$ cat src/port_ctl_pkg.sv
// Shared constants, carriers and state codes of the debug port control block
package port_ctl_pkg;

	// Register offsets on the port's own register address
	localparam logic [3:0] ADDR_PHY_A      = 4'h2;
	localparam logic [3:0] ADDR_PHY_B      = 4'h3;
	localparam logic [3:0] ADDR_KEY_STATUS = 4'h7;
	localparam logic [3:0] ADDR_RESET_REQ  = 4'h8;
	localparam logic [3:0] ADDR_CLOCK_CTL  = 4'h9;
	localparam logic [3:0] ADDR_SYS_CTL    = 4'hA;
	localparam logic [3:0] ADDR_SYS_STATUS = 4'hB;
	localparam logic [3:0] ADDR_SCAN       = 4'hC;

	// Field positions
	localparam int GAP_EN_BIT      = 7;
	localparam int PARITY_IGN_BIT  = 5;
	localparam int TIMEOUT_OFF_BIT = 4;
	localparam int SIG_OFF_BIT     = 3;
	localparam int NACK_OFF_BIT    = 4;
	localparam int CONT_OFF_BIT    = 3;
	localparam int DISABLE_BIT     = 2;
	localparam int KEY_UROW_BIT    = 5;
	localparam int KEY_PROG_BIT    = 4;
	localparam int KEY_ERASE_BIT   = 3;
	localparam int FINISH_BIT      = 1;
	localparam int SYSTEM_CLOCK_REQUEST_BIT      = 0;

	// Writable masks and reset values
	localparam logic [7:0] PHY_A_MASK      = 8'hBF;
	localparam logic [7:0] PHY_A_RESET     = 8'h00;
	localparam logic [1:0] CLKSEL_RESET    = 2'h3;
	localparam logic [1:0] CLKSEL_RESERVED = 2'h0;
	localparam logic [7:0] RESET_SIGNATURE = 8'h59;
	localparam logic [2:0] GUARD_OFF       = 3'h7;
	localparam logic [7:0] GUARD_LONGEST   = 8'h80;

	// Timing in port clock cycles, reply queue depth and byte width
	localparam int         CHAR_BITS           = 12;
	localparam logic [7:0] GAP_CYCLES          = 8'(2 * CHAR_BITS);
	localparam int         TIMEOUT_PORT_CYCLES = 65536;
	localparam int         FIFO_DEPTH          = 16;
	localparam int         BYTE_W              = 8;

	// Register access from the link's instruction decoder
	typedef struct packed {
		logic       wr;
		logic       rd;
		logic [3:0] addr;
		logic [7:0] wdata;
	} reg_req_s;

	// Physical-layer settings handed to the line logic
	typedef struct packed {
		logic       gap_en;
		logic       parity_ignore;
		logic       timeout_detect_off;
		logic       response_signature_off;
		logic [2:0] guard_time_select;
		logic       negative_ack_off;
		logic       contention_detect_off;
	} phy_cfg_s;

	// Levels arriving from the system clock domain
	typedef struct packed {
		logic       in_reset;
		logic       asleep;
		logic       prog_ready;
		logic       user_row_ready;
		logic       memory_locked;
		logic [2:0] scan;
	} sys_status_s;

	localparam sys_status_s SYS_STATUS_RESET = 8'h08;

	// Reply byte scheduler
	typedef enum logic [3:0] {
		TX_IDLE  = 4'h1,
		TX_GUARD = 4'h2,
		TX_SEND  = 4'h4,
		TX_GAP   = 4'h8
	} tx_state_e;

endpackage

$ cat src/byte_fifo.sv
// Flop-based first-in first-out buffer with valid/ready on both sides
`timescale 1ns/100ps
`default_nettype none
module byte_fifo #(
	parameter int WIDTH = 8,
	parameter int DEPTH = 16
) (
	input  wire logic             clk,
	input  wire logic             rst_n,
	input  wire logic             in_valid,
	output logic                  in_ready,
	input  wire logic [WIDTH-1:0] in_data,
	output logic                  out_valid,
	input  wire logic             out_ready,
	output logic      [WIDTH-1:0] out_data
);
	localparam int AW = $clog2(DEPTH);

	logic [WIDTH-1:0] mem_reg [DEPTH];
	logic [AW:0]      wr_ptr_reg;
	logic [AW:0]      rd_ptr_reg;
	logic             push;
	logic             pop;

	// Extra pointer bit tells full from empty
	assign in_ready  = (wr_ptr_reg - rd_ptr_reg) != (AW+1)'(DEPTH);
	assign out_valid = wr_ptr_reg != rd_ptr_reg;
	assign push      = in_valid && in_ready;
	assign pop       = out_valid && out_ready;
	assign out_data  = mem_reg[rd_ptr_reg[AW-1:0]];

	// Storage writes
	always_ff @(posedge clk) begin
		if (push) begin
			mem_reg[wr_ptr_reg[AW-1:0]] <= in_data;
		end
	end

	// Pointers
	always_ff @(posedge clk or negedge rst_n) begin
		if (!rst_n) begin
			wr_ptr_reg <= '0;
			rd_ptr_reg <= '0;
		end else begin
			if (push) begin
				wr_ptr_reg <= wr_ptr_reg + 1'b1;
			end
			if (pop) begin
				rd_ptr_reg <= rd_ptr_reg + 1'b1;
			end
		end
	end

endmodule
`default_nettype wire

$ cat src/port_control.sv
// Control and status registers of the single-wire debug port
//
// Contract
// - Gap enable puts two idle characters between bytes
// - Parity ignore suppresses parity error reports
// - Response time-out after 65536 cycles unless disabled
// - Signature off stops response signatures
// - Guard field sets turnaround idle cycles
// - Negative-ack off suppresses reset-abort signature
// - Contention off stops collision detection and reports
// - Disable write clears configuration, keys, clock request
// - Key status shows each active key
// - Programming key clears when programming ends
// - Erase key clears when erase ends
// - Signature 0x59 holds system reset, else released
// - Reset register reads held reset in bit zero
// - Clock select codes, default 4 MHz, zero reserved
// - Finish bit works only with user-row key
// - Clock request keeps system clock in sleep
// - Clock request set on enable, cleared on disable
// - Reset-active status sticky, cleared by reading
// - Asleep status follows system sleep state
// - Program-ready shown; host resets system after
// - User-row-ready shown; host ends with finish
// - Registers only reachable through the port
`timescale 1ns/100ps
`default_nettype none
module port_control #(
	parameter int TIMEOUT_CYCLES = port_ctl_pkg::TIMEOUT_PORT_CYCLES
) (
	input  wire logic                     clk,
	input  wire logic                     rst_n,
	input  var  port_ctl_pkg::reg_req_s   reg_req,
	output logic [7:0]                    reg_rdata,
	input  wire logic                     port_enable,
	output logic                          port_clock_request,
	output logic                          port_reset,
	output logic [1:0]                    port_clock_select,
	output port_ctl_pkg::phy_cfg_s        phy_cfg,
	input  wire logic                     rx_parity_fault,
	output logic                          parity_error,
	input  wire logic                     rx_contention_fault,
	output logic                          contention_error,
	input  wire logic                     reset_during_access,
	output logic                          nack_send,
	input  wire logic                     access_busy,
	input  wire logic                     access_done,
	output logic                          timeout_error,
	input  wire logic                     user_row_key_set,
	input  wire logic                     memory_program_key_set,
	input  wire logic                     erase_key_set,
	input  wire logic                     program_done,
	input  wire logic                     erase_done,
	output logic                          user_row_finish,
	output logic                          system_reset_signature,
	output logic                          system_clock_request,
	input  var  port_ctl_pkg::sys_status_s sys_status_in,
	input  wire logic                     reply_valid,
	output logic                          reply_ready,
	input  wire logic [7:0]               reply_data,
	output logic                          tx_valid,
	input  wire logic                     tx_ready,
	output logic [7:0]                    tx_data,
	output logic                          tx_signature_allowed
);
	// Register access exists only on reg_req from the link decoder

	logic [7:0]                phy_a_reg;
	logic [1:0]                phy_b_reg;
	logic [2:0]                key_reg;
	logic                      reset_hold_reg;
	logic [1:0]                clksel_reg;
	logic                      system_clock_request_reg;
	logic                      port_active_reg;
	logic                      finish_reg;
	logic                      reset_seen_reg;
	logic                      port_reset_reg;
	logic                      nack_reg;
	logic                      parity_err_reg;
	logic                      contention_err_reg;
	logic                      timeout_reg;
	logic [16:0]               wait_cnt_reg;
	port_ctl_pkg::sys_status_s sync1_reg;
	port_ctl_pkg::sys_status_s sync2_reg;
	port_ctl_pkg::tx_state_e   tx_state_reg;
	logic [7:0]                tx_cnt_reg;
	logic                      disable_wr;
	logic                      fifo_valid;
	logic                      fifo_ready;
	logic [7:0]                fifo_data;
	logic                      tx_take;

	// Guard field decode, used by the turnaround scheduler
	function automatic logic [7:0] guard_cycles(input logic [2:0] code);
		if (code == port_ctl_pkg::GUARD_OFF) begin
			guard_cycles = 8'h00;
		end else begin
			guard_cycles = port_ctl_pkg::GUARD_LONGEST >> code;
		end
	endfunction

	// Address match for a write
	function automatic logic wr_hit(input port_ctl_pkg::reg_req_s r,
	                                input logic [3:0] a);
		wr_hit = r.wr && (r.addr == a);
	endfunction

	assign disable_wr = wr_hit(reg_req, port_ctl_pkg::ADDR_PHY_B) &&
		reg_req.wdata[port_ctl_pkg::DISABLE_BIT];

	// System-domain levels pass two flops before use
	always_ff @(posedge clk or negedge rst_n) begin
		if (!rst_n) begin
			sync1_reg <= port_ctl_pkg::SYS_STATUS_RESET;
			sync2_reg <= port_ctl_pkg::SYS_STATUS_RESET;
		end else begin
			sync1_reg <= sys_status_in;
			sync2_reg <= sync1_reg;
		end
	end

	// Physical-layer configuration; a disable write wipes it
	always_ff @(posedge clk or negedge rst_n) begin
		if (!rst_n) begin
			phy_a_reg <= port_ctl_pkg::PHY_A_RESET;
			phy_b_reg <= '0;
		end else if (disable_wr) begin
			phy_a_reg <= port_ctl_pkg::PHY_A_RESET;
			phy_b_reg <= '0;
		end else begin
			if (wr_hit(reg_req, port_ctl_pkg::ADDR_PHY_A)) begin
				phy_a_reg <= reg_req.wdata & port_ctl_pkg::PHY_A_MASK;
			end
			if (wr_hit(reg_req, port_ctl_pkg::ADDR_PHY_B)) begin
				phy_b_reg <= {reg_req.wdata[port_ctl_pkg::NACK_OFF_BIT],
				              reg_req.wdata[port_ctl_pkg::CONT_OFF_BIT]};
			end
		end
	end

	assign phy_cfg.gap_en                 = phy_a_reg[port_ctl_pkg::GAP_EN_BIT];
	assign phy_cfg.parity_ignore          =
		phy_a_reg[port_ctl_pkg::PARITY_IGN_BIT];
	assign phy_cfg.timeout_detect_off     =
		phy_a_reg[port_ctl_pkg::TIMEOUT_OFF_BIT];
	assign phy_cfg.response_signature_off = phy_a_reg[port_ctl_pkg::SIG_OFF_BIT];
	assign phy_cfg.guard_time_select      = phy_a_reg[2:0];
	assign phy_cfg.negative_ack_off       = phy_b_reg[1];
	assign phy_cfg.contention_detect_off  = phy_b_reg[0];
	assign tx_signature_allowed = !phy_cfg.response_signature_off;

	// Line fault reports, gated by their disable bits
	always_ff @(posedge clk or negedge rst_n) begin
		if (!rst_n) begin
			parity_err_reg     <= 1'b0;
			contention_err_reg <= 1'b0;
			nack_reg           <= 1'b0;
		end else begin
			parity_err_reg     <= rx_parity_fault &&
				!phy_cfg.parity_ignore;
			contention_err_reg <= rx_contention_fault &&
				!phy_cfg.contention_detect_off;
			nack_reg           <= reset_during_access &&
				!phy_cfg.negative_ack_off;
		end
	end

	assign parity_error     = parity_err_reg;
	assign contention_error = contention_err_reg;
	assign nack_send        = nack_reg;

	// Access-layer response watchdog; one pulse per stalled access
	always_ff @(posedge clk or negedge rst_n) begin
		if (!rst_n) begin
			wait_cnt_reg <= '0;
			timeout_reg  <= 1'b0;
		end else begin
			timeout_reg <= 1'b0;
			if (!access_busy || access_done) begin
				wait_cnt_reg <= '0;
			end else if (wait_cnt_reg == 17'(TIMEOUT_CYCLES - 1)) begin
				wait_cnt_reg <= wait_cnt_reg + 17'h00001;
				timeout_reg  <= !phy_cfg.timeout_detect_off;
			end else if (wait_cnt_reg < 17'(TIMEOUT_CYCLES - 1)) begin
				wait_cnt_reg <= wait_cnt_reg + 17'h00001;
			end
		end
	end

	assign timeout_error = timeout_reg;

	// Key status: a disable write clears every key; else hardware sets win over completion and key-status clears
	always_ff @(posedge clk or negedge rst_n) begin
		if (!rst_n) begin
			key_reg <= '0;
		end else if (disable_wr) begin
			key_reg <= '0;
		end else begin
			if (user_row_key_set) begin
				key_reg[2] <= 1'b1;
			end else if (wr_hit(reg_req, port_ctl_pkg::ADDR_KEY_STATUS) &&
				!reg_req.wdata[port_ctl_pkg::KEY_UROW_BIT]) begin
				key_reg[2] <= 1'b0;
			end
			if (memory_program_key_set) begin
				key_reg[1] <= 1'b1;
			end else if (program_done) begin
				key_reg[1] <= 1'b0;
			end
			if (erase_key_set) begin
				key_reg[0] <= 1'b1;
			end else if (erase_done) begin
				key_reg[0] <= 1'b0;
			end
		end
	end

	// System reset hold; the port itself keeps running through it
	always_ff @(posedge clk or negedge rst_n) begin
		if (!rst_n) begin
			reset_hold_reg <= 1'b0;
		end else if (wr_hit(reg_req, port_ctl_pkg::ADDR_RESET_REQ)) begin
			reset_hold_reg <= reg_req.wdata ==
				port_ctl_pkg::RESET_SIGNATURE;
		end
	end

	assign system_reset_signature = reset_hold_reg;

	// Port enable state, clock select and clock request
	always_ff @(posedge clk or negedge rst_n) begin
		if (!rst_n) begin
			port_active_reg <= 1'b0;
			clksel_reg      <= port_ctl_pkg::CLKSEL_RESET;
			system_clock_request_reg      <= 1'b0;
			port_reset_reg  <= 1'b0;
		end else begin
			port_reset_reg <= disable_wr;
			if (disable_wr) begin
				port_active_reg <= 1'b0;
				system_clock_request_reg      <= 1'b0;
				clksel_reg      <= port_ctl_pkg::CLKSEL_RESET;
			end else if (port_enable) begin
				port_active_reg <= 1'b1;
				system_clock_request_reg      <= 1'b1;
				clksel_reg      <= port_ctl_pkg::CLKSEL_RESET;
			end else begin
				// The reserved code is refused so the clock never stops
				if (wr_hit(reg_req, port_ctl_pkg::ADDR_CLOCK_CTL) &&
					reg_req.wdata[1:0] != port_ctl_pkg::CLKSEL_RESERVED) begin
					clksel_reg <= reg_req.wdata[1:0];
				end
				if (wr_hit(reg_req, port_ctl_pkg::ADDR_SYS_CTL)) begin
					system_clock_request_reg <= reg_req.wdata[port_ctl_pkg::SYSTEM_CLOCK_REQUEST_BIT];
				end
			end
		end
	end

	assign port_clock_request   = port_active_reg;
	assign port_reset           = port_reset_reg;
	assign port_clock_select    = clksel_reg;
	assign system_clock_request = system_clock_request_reg;

	// User-row finish strobe, honoured only with the user-row key
	always_ff @(posedge clk or negedge rst_n) begin
		if (!rst_n) begin
			finish_reg <= 1'b0;
		end else begin
			finish_reg <= wr_hit(reg_req, port_ctl_pkg::ADDR_SYS_CTL) &&
				reg_req.wdata[port_ctl_pkg::FINISH_BIT] && key_reg[2];
		end
	end

	assign user_row_finish = finish_reg;

	// Sticky reset-seen flag; a new reset wins over the read clear
	always_ff @(posedge clk or negedge rst_n) begin
		if (!rst_n) begin
			reset_seen_reg <= 1'b0;
		end else if (sync2_reg.in_reset || reset_hold_reg) begin
			reset_seen_reg <= 1'b1;
		end else if (reg_req.rd &&
			reg_req.addr == port_ctl_pkg::ADDR_SYS_STATUS) begin
			reset_seen_reg <= 1'b0;
		end
	end

	// Read data; unmapped offsets and reserved bits read zero
	always_ff @(posedge clk or negedge rst_n) begin
		if (!rst_n) begin
			reg_rdata <= 8'h00;
		end else if (reg_req.rd) begin
			unique case (reg_req.addr)
				port_ctl_pkg::ADDR_PHY_A: reg_rdata <= phy_a_reg;
				port_ctl_pkg::ADDR_PHY_B: reg_rdata <= {3'h0, phy_b_reg, 3'h0};
				port_ctl_pkg::ADDR_KEY_STATUS: begin
					reg_rdata <= {2'h0, key_reg, 3'h0};
				end
				port_ctl_pkg::ADDR_RESET_REQ: begin
					reg_rdata <= {7'h00, reset_hold_reg};
				end
				port_ctl_pkg::ADDR_CLOCK_CTL: reg_rdata <= {6'h00, clksel_reg};
				port_ctl_pkg::ADDR_SYS_CTL: reg_rdata <= {7'h00, system_clock_request_reg};
				port_ctl_pkg::ADDR_SYS_STATUS: begin
					reg_rdata <= {2'h0, reset_seen_reg, sync2_reg.asleep,
					              sync2_reg.prog_ready, sync2_reg.user_row_ready,
					              1'b0, sync2_reg.memory_locked};
				end
				port_ctl_pkg::ADDR_SCAN: reg_rdata <= {5'h00, sync2_reg.scan};
				default: reg_rdata <= 8'h00;
			endcase
		end
	end

	// Reply bytes queue here so a stalled line holds back the access side
	byte_fifo #(
		.WIDTH(port_ctl_pkg::BYTE_W),
		.DEPTH(port_ctl_pkg::FIFO_DEPTH)
	) reply_fifo (
		.clk      (clk),
		.rst_n    (rst_n),
		.in_valid (reply_valid),
		.in_ready (reply_ready),
		.in_data  (reply_data),
		.out_valid(fifo_valid),
		.out_ready(fifo_ready),
		.out_data (fifo_data)
	);

	assign tx_valid   = (tx_state_reg == port_ctl_pkg::TX_SEND) && fifo_valid;
	assign tx_data    = fifo_data;
	assign fifo_ready = (tx_state_reg == port_ctl_pkg::TX_SEND) && tx_ready;
	assign tx_take    = tx_valid && tx_ready;

	// Reply scheduler: guard before the first byte, gap between bytes
	always_ff @(posedge clk or negedge rst_n) begin
		if (!rst_n) begin
			tx_state_reg <= port_ctl_pkg::TX_IDLE;
			tx_cnt_reg   <= 8'h00;
		end else begin
			unique case (tx_state_reg)
				port_ctl_pkg::TX_IDLE: begin
					if (fifo_valid) begin
						if (guard_cycles(phy_cfg.guard_time_select) == 8'h00) begin
							tx_state_reg <= port_ctl_pkg::TX_SEND;
						end else begin
							tx_state_reg <= port_ctl_pkg::TX_GUARD;
							tx_cnt_reg   <=
								guard_cycles(phy_cfg.guard_time_select) - 8'h01;
						end
					end
				end
				port_ctl_pkg::TX_GUARD: begin
					if (tx_cnt_reg == 8'h00) begin
						tx_state_reg <= port_ctl_pkg::TX_SEND;
					end else begin
						tx_cnt_reg <= tx_cnt_reg - 8'h01;
					end
				end
				port_ctl_pkg::TX_SEND: begin
					if (tx_take && phy_cfg.gap_en) begin
						tx_state_reg <= port_ctl_pkg::TX_GAP;
						tx_cnt_reg   <= port_ctl_pkg::GAP_CYCLES - 8'h01;
					end else if (!fifo_valid) begin
						tx_state_reg <= port_ctl_pkg::TX_IDLE;
					end
				end
				port_ctl_pkg::TX_GAP: begin
					// Gap ends a reply only if the queue is empty; a queued byte goes without a guard
					if (tx_cnt_reg == 8'h00) begin
						tx_state_reg <= fifo_valid ? port_ctl_pkg::TX_SEND
						                           : port_ctl_pkg::TX_IDLE;
					end else begin
						tx_cnt_reg <= tx_cnt_reg - 8'h01;
					end
				end
			endcase
		end
	end
endmodule
`default_nettype wire

$ cat config.mk
export PLATFORM = sky130hd
export DESIGN_NAME = port_control
export DESIGN_NICKNAME = d
export VERILOG_FILES = /design/src/port_ctl_pkg.sv /design/src/byte_fifo.sv /design/src/port_control.sv
export SDC_FILE = /design/constraint.sdc
export NUM_CORES = 1
export LEC_CHECK = 0
export ABC_AREA = 1
export BUFFER_PORTS_ARGS = -buffer_cell sky130_fd_sc_hd__buf_2
export CAP_MARGIN = 20
export CORE_MARGIN = 2
export CORE_UTILIZATION = 45
export CTS_CLUSTER_SIZE = 8
export DETAILED_ROUTE_END_ITERATION = 10
export GPL_TIMING_DRIVEN = 0
export PLACE_DENSITY = 0.7
export RECOVER_POWER = 25
export SLEW_MARGIN = 20
export SYNTH_ARGS = -nofsm -noshare
export SYNTH_HDL_FRONTEND = slang
export SYNTH_SLANG_ARGS = --single-unit
$ cat constraint.sdc
create_clock -name clk -period 5.37 [get_ports clk]
set_input_delay 0.537 -clock clk [delete_from_list [all_inputs] [get_ports clk]]
set_output_delay 0.537 -clock clk [all_outputs]
set_load 0.05 [all_outputs]
==> flow_summary.toml <==
[detailed_routing]
wl_met1_um = 9678
via_count = 7105
highest_layer = "met4"
drtAntennaViolNets = 0
drt_pass1_iterations = 5
dr_wl_met3_um = 1785
via_per_inst = 5.217
post_drt_wl_per_cell_um = 16.35
drtIter0Drc = 484
met2WireLength_um = 10370
routed_wl_um = 22260
drcViolationCount = 0

[synthesis]
async_flop_share_pct = 40.19
ys_ff_latch = 214
syn_avg_cell_area_um2 = 10.03
yosysWarnings = 0
synth_edf_count = 128
mappedNetlistArea_um2 = 9522
yosys_most_used_dff = "edfxtp_1"
yosysUniqueCellTypes = 44
yosysSeqAreaShare_pct = 63.04
synth_top_area_share_pct = 40.37
netlist_instances = 949
synth_most_common_cell = "nand2_1"
synth_nets = 1006
yosysTopAreaCell = "edfxtp_1"
synth_common_cells = "nand2_1 (189), nor2_1 (146), edfxtp_1 (128)"
synthTopCellsByArea = "edfxtp_1 (40%), dfrtp_1 (21%), nand2_1 (7.5%), nor2_1 (5.8%), o21ai_0 (4.5%)"

[critical_path]
startpoint_type = "flip-flop"
worst_ep_arrival_time_ns = 3.88
required_ns = 5.52
cp_max_fo = 10
crit_path_end_kind = "flip-flop"
crit_type = "reg2reg"
crit_start = "reply_fifo.rd_ptr_reg[1]"
timing.rr.start = "reply_fifo.rd_ptr_reg[1]"

[sta]
max_slew_margin_pct = 36.21
period_minus_slack_ns = 3.731
setup-violations-final = 0
max_freq_mhz = 268.0
final.setup.tns_ns = 0
fin_skew_ns = 0.01280
min_period_over_period_pct = 69.48
grt_setup_unrepaired = "no"
drv_slew = 0
worst_slew_pin_slew_ns = 0.9533
hold_violations = 0

[clocking]
cts.clk_slew.worst_paths_ns = 0.05
cts_htree_levels = 1
ctsLongestPathBuffers = 3
insertion_delay_ns = 0.53
root_buffer = "clkbuf_16"
post-cts-setup-buffers = 0
cts.sinks = 214
cts_buffers = 30
cts_tree = "built"

[finish]
drive_gt1_share_pct = 13.25
diodes = 0
final_area_um2 = 11170
area_growth_pct = 17.31
nNetsFinal = 1122
largest_reg_flops = 128
finalCoreUtilization_pct = 53.47

[grt]
grt_pass1_vias = 6973
grt_pass1_wl_um = 36050
grt_max_degree = 57
grt_util_all_layers_pct = 20.59
antenna_found_initial = 0
grt_overflow = 0

[power]
p_total_uw = 6032
power-per-cell-area_nw_per_um2 = 540.0
p_leak_uw = 0.004654
peakVddDrop_mv = 0.2640

[die]
initial_core_util_pct = 45.58
die_area_um2 = 22340
ios = 84
rows = 53
fp.coreArea_um2 = 20890
fp.dieH_um = 149.5
die_x_um = 149.5

[placed_design]
place.gp.congestion = 0.8661
dp_hpwl_um = 14960
portBuffers = 82
place_area_um2 = 10310

[worst_hold_path]
hold_path.class = "in2reg"
worstHoldStart = "sys_status_in[7]"

[run_status]
status = "finished, final reports clean"

[flow_run]
max_cap_violations = 0
==> logic make-up after synthesis <==
group	count (synthesis)	synth area share, %
buf+inv	112	4.796
other cells	1	0.03938
flops	214	63.04
simple gates	427	18.62
fa+ha+maj	12	1.577
compound gates	162	10.00
xor+xnor	21	1.932
==> per-stage QoR <==
| stage | cells | hold WS (ns) | worst slack (ns) |
|---|---|---|---|
| finish | 1362 | 0.1045 | 1.639 |
| CTS | 1362 | 0.08905 | 1.653 |
| detailed placement | 1307 | 0.3355 | 1.668 |
| floorplan | 949 | 0.2414 | 2.449 |
| global placement | 1306 | 0.3335 | 1.702 |
| global route | 1362 | 0.09458 | 1.357 |
==> critical path, cell delays in order (launching register included) <==
cell and delay (ns):
dfrtp_1 0.48, inv_1 0.26, clkbuf_1 0.49, ha_1 0.37, a21oi_1 0.24, nor2_1 0.09
nor2_1 0.09, nand2_1 0.05, nand2_1 0.06, nor2_1 0.04, nand2_2 0.15, nand2_2 0.15
buf_6 0.17, nor2_1 0.72
==> routing by layer <==
| layer | track usage, % | vias to the layer above |
|---|---|---|
| met5 | 0 | - |
| met4 | 5.095 | 0 |
| met3 | 4.177 | 41 |
| met2 | 33.88 | 252 |
| met1 | 28.21 | 3343 |
| li1 | - | 3469 |
==> worst paths after layout <==
kind                                            end  slack [ns]  cells after the start
min                                    sync1_reg[7]        0.10                      1
max reg2reg                reply_fifo.mem_reg[4][2]        1.64                     13
min in group asynchronous              reg_rdata[0]        0.48                      2
max in group asynchronous           tx_state_reg[0]        4.25                      3
max                        reply_fifo.mem_reg[4][2]        1.64                     13
min reg2reg                            sync2_reg[6]        0.33                      0
==> power by group <==
part | internal (uW) | total (uW) | leakage, uW | switching (uW)
clock | 1060 | 1720 | 0.000409 | 660
sequential | 1970 | 2090 | 0.00222 | 122
combinational | 624 | 2220 | 0.00202 | 1600
total | 3650 | 6030 | 0.00465 | 2380
==> layout by cell type (no fill, tap or decap), drive strengths merged, types with 2 or more instances in the layout <==
cell type,instances
nand3,58
nor4,3
xnor2,3
nand4,6
buf,86
dfstp,5
a21oi,19
xor2,18
o21ai,93
nor2,149
dfrtp,81
inv,83
o221ai,13
ha,12
a21o,2
nand2,196
o2111ai,2
o21a,2
nor3,10
o22ai,22
clkbuf,79
o211ai,3
edfxtp,128
nand3b,3
==> timing repair <==
| action | CTS | global route |
|---|---|---|
| hold endpoints to repair | 26 | 0 |
| hold buffers | 1 | 0 |
| resized for setup | 0 | 0 |
==> area by class of cell <==
class	count	area, um2
Buffer	28	141.4
Clock buffer	54	862.1
Fill cell	1850	9719
Inverter	84	315.3
Multi-Input combinational cell	623	3063
Sequential cell	214	6002
Tap cell	275	344.1
Timing Repair Buffer	84	441.7
No activity file was read; power rests on OpenSTA's default activity.
